`src/design/dmc_pkg.sv`:
```
// Purpose: Shared constants for the mode and extended mode configuration decode
// Assumes: Load-mode command decoded from sampled command pins on clk_sys
// Notes: Bit positions follow the address pins that carry each field
package dmc_pkg;
  localparam int ADDR_W = 13;
  localparam logic [1:0] BANK_MODE = 2'h0;
  localparam logic [1:0] BANK_EXT = 2'h1;
  localparam int POS_DLL = 0;
  localparam int POS_DRIVE = 1;
  localparam int POS_TERM_LO = 2;
  localparam int POS_AL_LO = 3;
  localparam int POS_AL_HI = 5;
  localparam int POS_TERM_HI = 6;
  localparam int POS_OCD_LO = 7;
  localparam int POS_OCD_HI = 9;
  localparam int POS_STROBE_N = 10;
  localparam int POS_DUP = 11;
  localparam int POS_OUT_DIS = 12;
  localparam int POS_RL_LO = 4;
  localparam int POS_RL_HI = 6;
  localparam int POS_DLL_RESET = 8;
  // Extended register after reset: DLL on, full drive, termination off, AL 0
  localparam logic [12:0] EXT_RESET = 13'h0000;
  // Read latency field after reset selects 3 clocks
  localparam logic [2:0] RL_FIELD_RESET = 3'h3;
  localparam logic [2:0] RL_MIN = 3'h3;
  localparam logic [2:0] RL_MAX = 3'h7;
  localparam logic [2:0] AL_MAX = 3'h6;
  localparam logic [3:0] LAT_W_ZERO = 4'h0;
  localparam int LAT_W = 4;
  localparam int PIPE_LEN = 14;
  // Termination ohm codes reported on termination_value
  localparam logic [1:0] TERM_OFF = 2'h0;
  localparam logic [1:0] TERM_75 = 2'h1;
  localparam logic [1:0] TERM_150 = 2'h2;
  localparam logic [1:0] TERM_50 = 2'h3;
  typedef enum logic [1:0] {DMC_ACTIVE, DMC_PDOWN, DMC_SELF} dmc_pstate_type;
endpackage

```
`src/design/dmc_config.sv`:
```
// Purpose: Mode and extended mode configuration decode of a DDR2 device
// Assumes: Command pins sampled on clk_sys; odt_pin crosses from the pins
// Notes: Read and write launches are strobes the datapath uses to start bursts
`timescale 1ns/100ps
`default_nettype none
module dmc_config
  import dmc_pkg::*;
(
  input wire logic clk_sys,
  input wire logic rst_b,
  input wire logic ce,
  input wire logic load_mode,
  input wire logic [1:0] bank_sel,
  input wire logic [ADDR_W-1:0] addr,
  input wire logic read_cmd,
  input wire logic write_cmd,
  input wire logic self_refresh_enter,
  input wire logic self_refresh_exit,
  input wire logic power_down,
  input wire logic odt_pin,
  input wire logic x8_config,
  output logic dll_enable,
  output logic dll_reset,
  output logic drive_reduced,
  output logic strobe_n_enable,
  output logic dup_strobe_enable,
  output logic dup_strobe_n_enable,
  output logic outputs_enable,
  output logic [1:0] termination_value,
  output logic termination_on,
  output logic [LAT_W-1:0] read_latency,
  output logic [LAT_W-1:0] write_latency,
  output logic [2:0] ocd_field,
  output logic read_data_start,
  output logic write_data_start,
  output logic read_internal,
  output logic write_internal
);
  logic [ADDR_W-1:0] extended_mode_config;
  logic [2:0] read_latency_field;
  dmc_pstate_type pstate;
  dmc_pstate_type next_pstate;
  logic odt_sync;
  logic rd_int_w;
  logic wr_int_w;
  logic rd_start_w;
  logic wr_start_w;

  // Field decode from the held register
  wire dll_disable_bit = extended_mode_config[POS_DLL];
  wire drive_strength_bit = extended_mode_config[POS_DRIVE];
  wire termination_select_low = extended_mode_config[POS_TERM_LO];
  wire termination_select_high = extended_mode_config[POS_TERM_HI];
  wire [2:0] additive_latency_field = extended_mode_config[POS_AL_HI:POS_AL_LO];
  wire strobe_complement_disable = extended_mode_config[POS_STROBE_N];
  wire duplicate_strobe_enable = extended_mode_config[POS_DUP];
  wire output_disable_bit = extended_mode_config[POS_OUT_DIS];

  wire load_ext = load_mode && (bank_sel == BANK_EXT);
  wire load_mr = load_mode && (bank_sel == BANK_MODE);
  wire [1:0] term_code = {termination_select_low, termination_select_high};
  wire [1:0] next_term = (term_code == 2'h2) ? TERM_75 :
                         (term_code == 2'h1) ? TERM_150 :
                         (term_code == 2'h3) ? TERM_50 : TERM_OFF;
  // Reserved codes clamp into range rather than producing odd latencies
  wire [2:0] cl_eff = (read_latency_field < RL_MIN) ? RL_MIN : read_latency_field;
  wire [2:0] al_eff = (additive_latency_field > AL_MAX) ? AL_MAX : additive_latency_field;
  wire [LAT_W-1:0] next_rl = {1'b0, al_eff} + {1'b0, cl_eff};
  wire [LAT_W-1:0] next_wl = next_rl - 4'h1;
  wire odt_state_ok = (pstate != DMC_SELF);
  wire next_term_on = (next_term != TERM_OFF) && odt_sync && odt_state_ok;
  wire next_dll_en = !dll_disable_bit && (pstate != DMC_SELF);
  wire next_dll_rst = (load_mr && addr[POS_DLL_RESET]) ||
                      (pstate == DMC_SELF && self_refresh_exit);
  wire next_strobe_n = !strobe_complement_disable && !output_disable_bit;
  wire next_dup = duplicate_strobe_enable && x8_config && !output_disable_bit;
  wire next_dup_n = next_dup && !strobe_complement_disable;

  always_comb begin
    next_pstate = pstate;
    unique case (pstate)
      DMC_ACTIVE: begin
        if (self_refresh_enter) begin
          next_pstate = DMC_SELF;
        end else if (power_down) begin
          next_pstate = DMC_PDOWN;
        end
      end
      DMC_PDOWN: begin
        if (!power_down) begin
          next_pstate = DMC_ACTIVE;
        end
      end
      DMC_SELF: begin
        if (self_refresh_exit) begin
          next_pstate = DMC_ACTIVE;
        end
      end
      default: next_pstate = DMC_ACTIVE;
    endcase
  end

  dmc_sync3 u_odt_sync (
    .clk_sys(clk_sys),
    .rst_b(rst_b),
    .ce(ce),
    .din(odt_pin),
    .dout(odt_sync)
  );

  // Commands are held for the additive latency before issuing internally
  dmc_delay u_al_rd (
    .clk_sys(clk_sys),
    .rst_b(rst_b),
    .ce(ce),
    .strobe_in(read_cmd),
    .delay({1'b0, al_eff}),
    .strobe_out(rd_int_w)
  );
  dmc_delay u_al_wr (
    .clk_sys(clk_sys),
    .rst_b(rst_b),
    .ce(ce),
    .strobe_in(write_cmd),
    .delay({1'b0, al_eff}),
    .strobe_out(wr_int_w)
  );
  // Output launch one edge early so the registered strobe lands on n + RL for reads and n + WL for writes
  dmc_delay u_rl (
    .clk_sys(clk_sys),
    .rst_b(rst_b),
    .ce(ce),
    .strobe_in(read_cmd),
    .delay(next_rl - 4'h1),
    .strobe_out(rd_start_w)
  );
  dmc_delay u_wl (
    .clk_sys(clk_sys),
    .rst_b(rst_b),
    .ce(ce),
    .strobe_in(write_cmd),
    .delay(next_wl - 4'h1),
    .strobe_out(wr_start_w)
  );

  always_ff @(posedge clk_sys) begin
    if (!rst_b) begin
      extended_mode_config <= EXT_RESET;
      read_latency_field <= RL_FIELD_RESET;
    end else if (ce) begin
      if (load_ext) begin
        extended_mode_config <= addr;
      end
      if (load_mr) begin
        read_latency_field <= addr[POS_RL_HI:POS_RL_LO];
      end
    end
  end

  always_ff @(posedge clk_sys) begin
    if (!rst_b) begin
      pstate <= DMC_ACTIVE;
    end else if (ce) begin
      pstate <= next_pstate;
    end
  end

  always_ff @(posedge clk_sys) begin
    if (!rst_b) begin
      dll_enable <= 1'b0;
      dll_reset <= 1'b0;
      drive_reduced <= 1'b0;
      strobe_n_enable <= 1'b0;
      dup_strobe_enable <= 1'b0;
      dup_strobe_n_enable <= 1'b0;
      outputs_enable <= 1'b0;
      termination_value <= TERM_OFF;
      termination_on <= 1'b0;
      read_latency <= LAT_W_ZERO;
      write_latency <= LAT_W_ZERO;
      ocd_field <= 3'h0;
    end else if (ce) begin
      dll_enable <= next_dll_en;
      dll_reset <= next_dll_rst;
      drive_reduced <= drive_strength_bit;
      strobe_n_enable <= next_strobe_n;
      dup_strobe_enable <= next_dup;
      dup_strobe_n_enable <= next_dup_n;
      outputs_enable <= !output_disable_bit;
      termination_value <= next_term;
      termination_on <= next_term_on;
      read_latency <= next_rl;
      write_latency <= next_wl;
      ocd_field <= extended_mode_config[POS_OCD_HI:POS_OCD_LO];
    end
  end

  always_ff @(posedge clk_sys) begin
    if (!rst_b) begin
      read_data_start <= 1'b0;
      write_data_start <= 1'b0;
      read_internal <= 1'b0;
      write_internal <= 1'b0;
    end else if (ce) begin
      read_data_start <= rd_start_w && !output_disable_bit;
      write_data_start <= wr_start_w;
      read_internal <= rd_int_w;
      write_internal <= wr_int_w;
    end
  end

  AST_EXT_CAPTURE: assert property (@(posedge clk_sys) disable iff (!rst_b)
    (ce && load_ext) |=> (extended_mode_config == $past(addr)))
    else $error("extended register not captured");
  AST_EXT_HOLD: assert property (@(posedge clk_sys) disable iff (!rst_b)
    (ce && !load_ext) |=> $stable(extended_mode_config))
    else $error("extended register changed without load");
  AST_DLL: assert property (@(posedge clk_sys) disable iff (!rst_b)
    (ce && pstate == DMC_ACTIVE && next_pstate == DMC_ACTIVE) |=>
      (dll_enable == !$past(dll_disable_bit)))
    else $error("dll enable does not follow bit zero");
  AST_SELF_DLL: assert property (@(posedge clk_sys) disable iff (!rst_b)
    (ce && pstate == DMC_SELF) |=> !dll_enable)
    else $error("dll on during self refresh");
  AST_SELF_EXIT: assert property (@(posedge clk_sys) disable iff (!rst_b)
    (ce && pstate == DMC_SELF && self_refresh_exit) |=> dll_reset)
    else $error("dll not reset on self refresh exit");
  AST_DUP_N: assert property (@(posedge clk_sys) disable iff (!rst_b)
    dup_strobe_n_enable |-> (dup_strobe_enable && strobe_n_enable))
    else $error("duplicate complement without both enables");
  AST_OUT_DIS: assert property (@(posedge clk_sys) disable iff (!rst_b)
    (ce && output_disable_bit) |=> (!outputs_enable && !strobe_n_enable && !dup_strobe_enable))
    else $error("outputs enabled while disabled");
  AST_WL: assert property (@(posedge clk_sys) disable iff (!rst_b)
    (read_latency != LAT_W_ZERO) |-> (write_latency == read_latency - 4'h1))
    else $error("write latency not read latency minus one");
  AST_RL_RANGE: assert property (@(posedge clk_sys) disable iff (!rst_b)
    (read_latency != LAT_W_ZERO) |-> (read_latency >= 4'h3 && read_latency <= 4'hd))
    else $error("read latency out of range");
  AST_TERM_SELF: assert property (@(posedge clk_sys) disable iff (!rst_b)
    (ce && pstate == DMC_SELF) |=> !termination_on)
    else $error("termination on in self refresh");
  AST_RD_AL0: assert property (@(posedge clk_sys) disable iff (!rst_b)
    (ce && read_cmd && al_eff == 3'h0 && read_latency_field == 3'h3 && !output_disable_bit
      && !load_mode) ##1 ce [*3] |-> read_data_start)
    else $error("read data not at n plus m");
  AST_RD_AL2: assert property (@(posedge clk_sys) disable iff (!rst_b)
    (ce && read_cmd && al_eff == 3'h2 && read_latency_field == 3'h5 && !output_disable_bit
      && !load_mode) ##1 ce [*7] |-> read_data_start)
    else $error("read data not at n plus read latency");
  AST_WR_AL2: assert property (@(posedge clk_sys) disable iff (!rst_b)
    (ce && write_cmd && al_eff == 3'h2 && read_latency_field == 3'h5 && !load_mode)
      ##1 ce [*6] |-> write_data_start)
    else $error("write data not at n plus write latency");
  AST_MR_CAPTURE: assert property (@(posedge clk_sys) disable iff (!rst_b)
    (ce && load_mr) |=> (read_latency_field == $past(addr[POS_RL_HI:POS_RL_LO])))
    else $error("read latency field not captured");
  AST_BANK_IGNORE: assert property (@(posedge clk_sys) disable iff (!rst_b)
    (ce && load_mode && bank_sel[1]) |=> ($stable(extended_mode_config) && $stable(read_latency_field)))
    else $error("registers changed by a load to another bank");
  AST_RL_SUM: assert property (@(posedge clk_sys) disable iff (!rst_b)
    ce |=> (read_latency == $past({1'b0, al_eff} + {1'b0, cl_eff})))
    else $error("read latency not additive plus field");
  AST_INT_AL0: assert property (@(posedge clk_sys) disable iff (!rst_b)
    (ce && read_cmd && al_eff == 3'h0) |=> read_internal)
    else $error("read not issued internally without additive latency");
  AST_AL_INT2: assert property (@(posedge clk_sys) disable iff (!rst_b)
    (ce && read_cmd && al_eff == 3'h2 && !load_mode) ##1 ce [*3] |-> read_internal)
    else $error("read not held for the additive latency");
  AST_WR_INT_AL0: assert property (@(posedge clk_sys) disable iff (!rst_b)
    (ce && write_cmd && al_eff == 3'h0) |=> write_internal)
    else $error("write not issued internally without additive latency");
  AST_RD_SUPPRESS: assert property (@(posedge clk_sys) disable iff (!rst_b)
    (ce && output_disable_bit) |=> !read_data_start)
    else $error("read data launched while outputs disabled");
  AST_OUT_EN: assert property (@(posedge clk_sys) disable iff (!rst_b)
    (ce && !output_disable_bit) |=> outputs_enable)
    else $error("outputs disabled without the disable bit");
  AST_DRIVE: assert property (@(posedge clk_sys) disable iff (!rst_b)
    ce |=> (drive_reduced == $past(drive_strength_bit)))
    else $error("drive strength does not follow its bit");
  AST_STROBE_N_OFF: assert property (@(posedge clk_sys) disable iff (!rst_b)
    (ce && strobe_complement_disable) |=> (!strobe_n_enable && !dup_strobe_n_enable))
    else $error("complement strobe on while disabled");
  AST_STROBE_N_ON: assert property (@(posedge clk_sys) disable iff (!rst_b)
    (ce && !strobe_complement_disable && !output_disable_bit) |=> strobe_n_enable)
    else $error("complement strobe off while enabled");
  AST_DUP_X8: assert property (@(posedge clk_sys) disable iff (!rst_b)
    (ce && !x8_config) |=> (!dup_strobe_enable && !dup_strobe_n_enable))
    else $error("duplicate strobe on outside x8");
  AST_DUP_ON: assert property (@(posedge clk_sys) disable iff (!rst_b)
    (ce && duplicate_strobe_enable && x8_config && !output_disable_bit) |=> dup_strobe_enable)
    else $error("duplicate strobe off while enabled");
  AST_TERM_OFF: assert property (@(posedge clk_sys) disable iff (!rst_b)
    (ce && term_code == 2'h0) |=> (termination_value == TERM_OFF && !termination_on))
    else $error("termination on while off in register");
  AST_TERM_75: assert property (@(posedge clk_sys) disable iff (!rst_b)
    (ce && term_code == 2'h2) |=> (termination_value == TERM_75))
    else $error("termination code low bit not 75 ohms");
  AST_TERM_150: assert property (@(posedge clk_sys) disable iff (!rst_b)
    (ce && term_code == 2'h1) |=> (termination_value == TERM_150))
    else $error("termination code high bit not 150 ohms");
  AST_TERM_50: assert property (@(posedge clk_sys) disable iff (!rst_b)
    (ce && term_code == 2'h3) |=> (termination_value == TERM_50))
    else $error("termination code both bits not 50 ohms");
  AST_TERM_FOLLOW: assert property (@(posedge clk_sys) disable iff (!rst_b)
    (ce && odt_state_ok && next_term != TERM_OFF) |=> (termination_on == $past(odt_sync)))
    else $error("termination does not follow its control input");
  AST_PDOWN_TERM: assert property (@(posedge clk_sys) disable iff (!rst_b)
    (ce && pstate == DMC_PDOWN && next_term != TERM_OFF && odt_sync) |=> termination_on)
    else $error("termination off in power-down with control high");
  AST_SELF_ENTRY: assert property (@(posedge clk_sys) disable iff (!rst_b)
    (ce && pstate == DMC_ACTIVE && self_refresh_enter) ##1 ce |=> !dll_enable)
    else $error("dll still on after self refresh entry");
  // Clock enable low must freeze every held setting
  AST_CE_FREEZE: assert property (@(posedge clk_sys) disable iff (!rst_b)
    !ce |=> ($stable(extended_mode_config) && $stable(read_latency_field) && $stable(pstate)))
    else $error("state changed with clock enable low");
endmodule
`default_nettype wire

```
`src/design/dmc_sync3.sv`:
```
// Purpose: Three-stage synchroniser with agreement filter for pin inputs
// Assumes: Input is asynchronous to clk_sys
// Notes: Output changes once stage two and stage three agree
`timescale 1ns/100ps
`default_nettype none
module dmc_sync3
  import dmc_pkg::*;
(
  input wire logic clk_sys,
  input wire logic rst_b,
  input wire logic ce,
  input wire logic din,
  output logic dout
);
  logic s1;
  logic s2;
  logic s3;
  wire agree = (s2 == s3);
  always_ff @(posedge clk_sys) begin
    if (!rst_b) begin
      s1 <= 1'b0;
      s2 <= 1'b0;
      s3 <= 1'b0;
      dout <= 1'b0;
    end else if (ce) begin
      s1 <= din;
      s2 <= s1;
      s3 <= s2;
      if (agree) begin
        dout <= s3;
      end
    end
  end
endmodule
`default_nettype wire

```
`src/design/dmc_delay.sv`:
```
// Purpose: Variable-length delay line for command strobes
// Assumes: Delay selected per cycle, stable while a strobe is in flight
// Notes: Delay of zero passes the strobe combinationally
`timescale 1ns/100ps
`default_nettype none
module dmc_delay
  import dmc_pkg::*;
(
  input wire logic clk_sys,
  input wire logic rst_b,
  input wire logic ce,
  input wire logic strobe_in,
  input wire logic [LAT_W-1:0] delay,
  output logic strobe_out
);
  // Flops and the live input kept apart so each tap has one clean driver
  logic [PIPE_LEN:1] taps_q;
  wire [PIPE_LEN:0] taps = {taps_q, strobe_in};
  genvar i;
  generate
    for (i = 1; i <= PIPE_LEN; i++) begin : g_tap
      always_ff @(posedge clk_sys) begin
        if (!rst_b) begin
          taps_q[i] <= 1'b0;
        end else if (ce) begin
          taps_q[i] <= taps[i-1];
        end
      end
    end
  endgenerate
  assign strobe_out = taps[delay];
endmodule
`default_nettype wire

```
`config.mk`:
```
export PLATFORM = sky130hd
export DESIGN_NAME = dmc_config
export DESIGN_NICKNAME = d
export VERILOG_FILES = /design/src/design/dmc_pkg.sv /design/src/design/dmc_config.sv /design/src/design/dmc_sync3.sv /design/src/design/dmc_delay.sv
export SDC_FILE = /design/constraint.sdc
export NUM_CORES = 1
export LEC_CHECK = 0
export BUFFER_PORTS_ARGS = -buffer_cell sky130_fd_sc_hd__buf_2
export CAP_MARGIN = 0
export CORE_AREA = 5 5 115 117
export DETAILED_ROUTE_END_ITERATION = 16
export DIE_AREA = 0 0 120 122
export PLACE_DENSITY = 0.69
export RECOVER_POWER = 25
export SYNTH_ARGS = -nofsm -noshare
export SYNTH_HDL_FRONTEND = slang
export SYNTH_HIERARCHICAL = 1
export SYNTH_SLANG_ARGS = --single-unit
```
`constraint.sdc`:
```
create_clock -name clk_sys -period 4.4 [get_ports clk_sys]
set_clock_uncertainty 0.2 [all_clocks]
set_input_delay 0.88 -clock clk_sys [delete_from_list [all_inputs] [get_ports clk_sys]]
set_output_delay 0.88 -clock clk_sys [all_outputs]
set_load 0.02 [all_outputs]
```
; ---- Yosys cells after proc, flatten, opt, wreduce, memory -nomap -nowiden
; Index checks and enable logic that the tools add are counted.
; Widths: inputs -> output; s select.
[op_classes]
add_sub_neg = 3
order_cmp = 5
n_eq_ne = 11
muxes = 18
n_reduce_logical = 23
[op_table]
columns = cell, count
row1 = $mux 2, 7
row2 = $logic_and 1x1->1, 12
row3 = $lt 4x5->1 const B, 2
row4 = $bmux 1 s4, 2
row5 = $sub 4x1->4 const B, 2
row6 = $bmux 1 s3, 2
row7 = $eq 2x1->1 const B, 3
row8 = $eq 2x2->1 const B, 3
row9 = $mux 3, 2
row10 = $ne 2x2->1 const B, 3
row11 = $pmux 2 s3, 1
row12 = $reduce_and 2->1, 3
row13 = $lt 3x5->1 const B, 1
row14 = $add 3x3->4, 1
row15 = $logic_not 2->1, 2
row16 = $mux 1, 4
row17 = $reduce_and 4->1, 1
row18 = $gt 3x3->1 const B, 1
row19 = $logic_not 1->1, 3
row20 = $lt 3x2->1 const B, 1
row21 = $ne 3x3->1 const B, 1
row22 = $reduce_bool 2->1, 1
row23 = $eq 1x1->1, 1
row24 = $logic_or 1x1->1, 1
[totals]
ff_bits = 75
input_bits = 26
output_inout_bits = 25
elab_cells = 111

; ---- Longest topological paths before layout
[depth]
ltp_word = 7
ltp_mapped = 13
depth_no_buf = 13

; ---- Modules after synthesis
; The synthesis kept the hierarchy.
[modules_own_cells]
columns = mod, n_inst, cells_per_inst, area_per_inst_um2, seq_area_each_um2
row1 = dmc_delay, 4, 56, 649.4, 280.3
row2 = dmc_config, 1, 205, 1926.8, 860.8
row3 = dmc_sync3, 1, 14, 158.9, 80.1

; ---- Worst setup path after synthesis
; No wires, ideal clock.
[synth_path]
path_kind = register to register
startpoint = register extended_mode_config[3]
endpoint = register write_data_start
setup_ns = 0.116
arrival_time_ns = 4.234
required_time_ns = 4.084
setup_slack_ns = -0.150
path_stages_with_launch = 13
n_path_buf = 0
synth_period_minus_slack_ns = 4.550
path_cell_list = dfxtp_1 > a21boi_0 > ha_1 > inv_1 > fa_1 > ha_1 > xor2_2 > xor2_1 > mux4_2 > a22o_1 > a311o_1 > mux2i_1 > nor2b_1
[synth_via]
elab_chain_cells = 7
[synth_lines]
columns = element, line_no
row1 = from (decl), dmc_config.sv:39  ; logic [ADDR_W-1:0] extended_mode_config;
row2 = from (signal assigned), dmc_config.sv:152  ; extended_mode_config <= addr;
row3 = $gt 3x3->1, dmc_config.sv:67  ; wire [2:0] al_eff = (additive_latency_field > AL_MAX) ? AL_MAX : additive_latency_field;
row4 = $mux 3 *, dmc_config.sv:67
row5 = net al_eff[0], dmc_config.sv:67
row6 = $add 3x3->4 *, dmc_config.sv:68  ; wire [LAT_W-1:0] next_rl = {1'b0, al_eff} + {1'b0, cl_eff};
row7 = $sub 4x1->4 *, dmc_config.sv:69  ; wire [LAT_W-1:0] next_wl = next_rl - 4'h1;
row8 = net next_wl[2], dmc_config.sv:69
row9 = $sub 4x1->4 *, dmc_config.sv:142  ; .delay(next_wl - 4'h1),
row10 = $bmux 1 s4 *, dmc_delay.sv:31  ; assign strobe_out = taps[delay];
row11 = $mux 1 (not written as such) *, dmc_delay.sv:31
row12 = net wr_start_w, dmc_config.sv:47  ; logic wr_start_w;
row13 = to (signal assigned), dmc_config.sv:206  ; write_data_start <= wr_start_w;
row14 = to (decl), dmc_config.sv:35  ; output logic write_data_start,
; Mark *: on every way through the listed nets, which the timed path passes. The rest lies on a longest branch. The select of a mux whose other input is x is not followed.
; A chain may end at the register's enable or synchronous reset.

; ---- Worst setup path in the final report
[layout_path]
startpoint = register extended_mode_config[4]
endpoint = register write_data_start
[layout_via]
elab_chain_cells = 7
[layout_lines]
columns = element, line_no
row1 = $gt 3x3->1, dmc_config.sv:67
row2 = $mux 3, dmc_config.sv:67
row3 = net al_eff[0], dmc_config.sv:67
row4 = $add 3x3->4, dmc_config.sv:68
row5 = $sub 4x1->4, dmc_config.sv:69
row6 = net next_wl[2], dmc_config.sv:69
row7 = $sub 4x1->4, dmc_config.sv:142
row8 = $bmux 1 s4, dmc_delay.sv:31
row9 = $mux 1 (not written as such), dmc_delay.sv:31
row10 = net wr_start_w, dmc_config.sv:47
; The timed path passes the listed nets, and every way through them passes these cells. The select of a mux whose other input is x is not followed.

==> summary.txt <==
Status
  – Status: finished with violations
  – Violated checks: max-capacitance violations, max-slew violations

Clocking
  – TritonCTS buffer count: 9
  – Cts repair resizes: 0
  – Clk_lat worst skew: 340 ps
  – Hold_buf cts: 0
  – TritonCTS clock tree: done
  – Clock root buffer: clkbuf_16
  – Sink Count: 103
  – CTS clock-pin slew for the worst setup and hold paths: 70 ps
  – Setup Buffers After CTS: 0
  – Clk buf depth: 2
  – H-tree depth: 3

Setup path
  – WS Path Type: flip-flop to flip-flop
  – CP Launch Type: flip-flop
  – Max stage delay on crit path: 520 ps
  – Slowest stage cell, crit path: dfxtp_1
  – Crit-path max FO: 12
  – Worst path most repeated cell: ha_1
  – Worst EP arrival: 3940 ps
  – Critical path, cell by cell: a21boi_1, ha_1, inv_1, fa_1, ha_1, xor2_2, buf_4, xor2_1, mux4_2, a22o_1, a311o_1, mux2i_1, nor2b_1
  – Crit. End Element: flip-flop
  – Critical Path RT: 4420 ps

Yosys
  – Post-synthesis instance area: 4680 um2
  – Xor/xnor cell area share of the yosys netlist: 1.50%
  – Post-synthesis cell count: 443
  – Syn_area_per_cell: 10.6 um2
  – FFs w/ async S/R, synth: 0%
  – Synth Flop Type: dfxtp_1
  – Compound-cell area share of the yosys netlist: 7.75%
  – Ys Warns: 6
  – Mux share of post-synthesis cell area: 23.0%
  – Post-synthesis sequential area ratio: 44.0%
  – Cell variety after synth: 43
  – Adder-cell area share of the yosys netlist: 1.76%
  – Number of flops mapped to enable cells by yosys: 0
  – Simple-gate share of the synthesized area: 19.0%
  – Flops & latches, synth: 103
  – Largest family of logic cells by synthesized area: multiplexers

Timing
  – Least-Margin Pin Slew: 1610 ps
  – Setup violations, final: 0
  – Slew Limit Fails: 45
  – Max-slew headroom: -7.02%
  – Setup TNS: 0 ps
  – Period utilisation layout: 88.9%
  – Hold WS: 258 ps
  – Maximum clock frequency: 256 MHz
  – Min Tclk post-route: 3910 ps
  – Final hold vios: 0
  – Unrepaired setup endpoints after global routing: false

Floorplan
  – Die X: 120 um
  – Ports: 51
  – Initial cell density of the core: 38.2%
  – Row Count: 41
  – Die ar.: 14600 um2
  – Core area: 12300 um2
  – Chip height: 122 um

Worst hold path
  – Worst min path class: flip-flop to flip-flop

GRT
  – Total GRT Usage: 12.6%
  – First-pass GRT wire length: 14.9 mm
  – GR Overflow Total: 0
  – Vias in the first global route: 3071
  – Initial antenna violation count: 1
  – Largest net degree at the start of global routing: 51

Final layout
  – Layout cell share with drive strength beyond 1: 15.7%
  – Final nets: 524
  – Layout area overhead: 14.1%
  – Layout filler cell count: 1170
  – # diodes: 0

Place
  – GP Congestion: 0.762
  – Port bufs: 50
  – Post-detail-place hpwl: 6.34 mm

Job
  – Max-cap violations: 1

Detailed routing
  – Starting DRT DRC Count: 140
  – DRC: 0
  – DR pass1 iterations: 4
  – Final ANT Viol Nets: 0
  – DRT Wirelength: 8.99 mm
  – DR vias/cell: 4.95
  – Via count: 3197
  – WL per Instance: 13.9 um

Pwr
  – Total power: 1840 uW
  – Worst vdd ir: 0.000182 V
  – Cell Pwr Density: 344 nW/um2
  – Leak: 0.00221 uW
cells in the final DEF (no fill, tap or decap), types with 5 or more instances in the layout:
cell type    n
nand2_1     42
dfxtp_1    103
nor2_1       6
a21boi_0     5
clkbuf_1     9
mux2i_1     79
inv_1        7
buf_4        7
o22ai_1      5
and3b_1      5
nor2b_1     81
a21oi_1      7
buf_2       42
clkbuf_16    9
ha_1         5
a21boi_1    11
conb_1       8
mux4_2       8
synthesized netlist by cell type (2+ instances only):
master | instances | area share (%)
a21oi_1 | 7 | 0.75
mux4_1 | 4 | 2.2
nand2b_1 | 4 | 0.53
nand2_1 | 42 | 3.4
nor2_1 | 6 | 0.48
a21boi_0 | 6 | 0.96
o211a_1 | 3 | 0.64
inv_1 | 7 | 0.56
and2_1 | 3 | 0.40
nor3_1 | 3 | 0.32
mux2i_1 | 79 | 17
a21o_1 | 2 | 0.32
buf_2 | 7 | 0.75
nand3b_1 | 2 | 0.32
nor2b_1 | 81 | 11
a311o_1 | 4 | 0.85
dfxtp_1 | 103 | 44
xnor2_1 | 2 | 0.37
a21boi_1 | 10 | 1.6
nand3_1 | 2 | 0.21
and3b_1 | 5 | 0.94
o21ai_0 | 4 | 0.43
ha_1 | 5 | 1.3
mux4_2 | 8 | 3.8
clkbuf_1 | 18 | 1.4
nor3b_2 | 2 | 0.53
o22ai_1 | 5 | 0.67
a22o_1 | 4 | 0.75
kinds of logic after synthesis:
kind of cell | count (synthesis)
fa+ha+maj | 6
mux | 91
simple gates | 155
flops | 103
xor+xnor | 5
other cells | 1
buf+inv | 33
compound gates | 49
metal layers:
| layer | part of all wire [%] | GRT usage (%) | up-vias |
|---|---|---|---|
| met4 | 1.9 | 5.44 | 2 |
| li1 | - | - | 1623 |
| met3 | 4.7 | 3.44 | 13 |
| met5 | 0.14 | 0 | - |
| met1 | 46 | 15.6 | 1498 |
| met2 | 47 | 20.5 | 61 |
area by class of cell:
class | count | area (um2) | area share, %
clock buffers | 10 | 229 | 4.28
clock inverters | 5 | 35.0 | 0.656
inverters | 7 | 26.3 | 0.492
multi-input cells | 314 | 2510 | 47.0
flip-flops and latches | 103 | 2060 | 38.6
well taps | 150 | 188 | 3.51
repair buffers | 57 | 293 | 5.48
where the power goes:
| part | switching, uW | leakage (uW) | total [uW] | internal [uW] |
|---|---|---|---|---|
| sequential | 12.2 | 0.000835 | 963 | 951 |
| clock | 332 | 0.000129 | 714 | 381 |
| combinational | 87.3 | 0.00125 | 164 | 77.1 |
stage by stage:
stage               worst slack, ps  std cells  area [um2]  util, %
floorplan                       206        450        4710        -
global placement                562        631        5090     41.5
detailed placement              470        631        5090     41.5
CTS                             465        646        5360     43.7
global route                    228        646        5340     43.6
finish                          488        646        5340     43.6
critical path: cells and delay by family (launching register included):
family | cells | cell delay, ps
flip-flops | 1 | 520
buffers and inverters | 2 | 240
AND/OR/NAND/NOR | 1 | 60
AO/OA/AOI/OAI | 3 | 670
multiplexers | 2 | 500
adder cells (fa/ha/maj) | 3 | 1050
XOR/XNOR | 2 | 560
registers in the layout, indices dropped and copies added (netlist names), 2 cells and up:
register / flops
termination_value: 2
u_wl/taps: 14
read_latency_field: 3
write_latency: 4
u_al_rd/taps: 14
u_rl/taps: 14
extended_mode_config: 13
u_al_wr/taps: 14
read_latency: 4
ocd_field: 3
pstate: 2
final timing paths:
kind,startpoint,to,slack [ps],depth (start not counted)
setup / recovery,extended_mode_config[4],write_data_start,490,13
hold / removal,extended_mode_config[3],extended_mode_config[3],260,2
setup reg to reg,extended_mode_config[4],write_data_start,490,13
hold reg to reg,extended_mode_config[3],extended_mode_config[3],260,2
(Power assumes the default switching activity.)
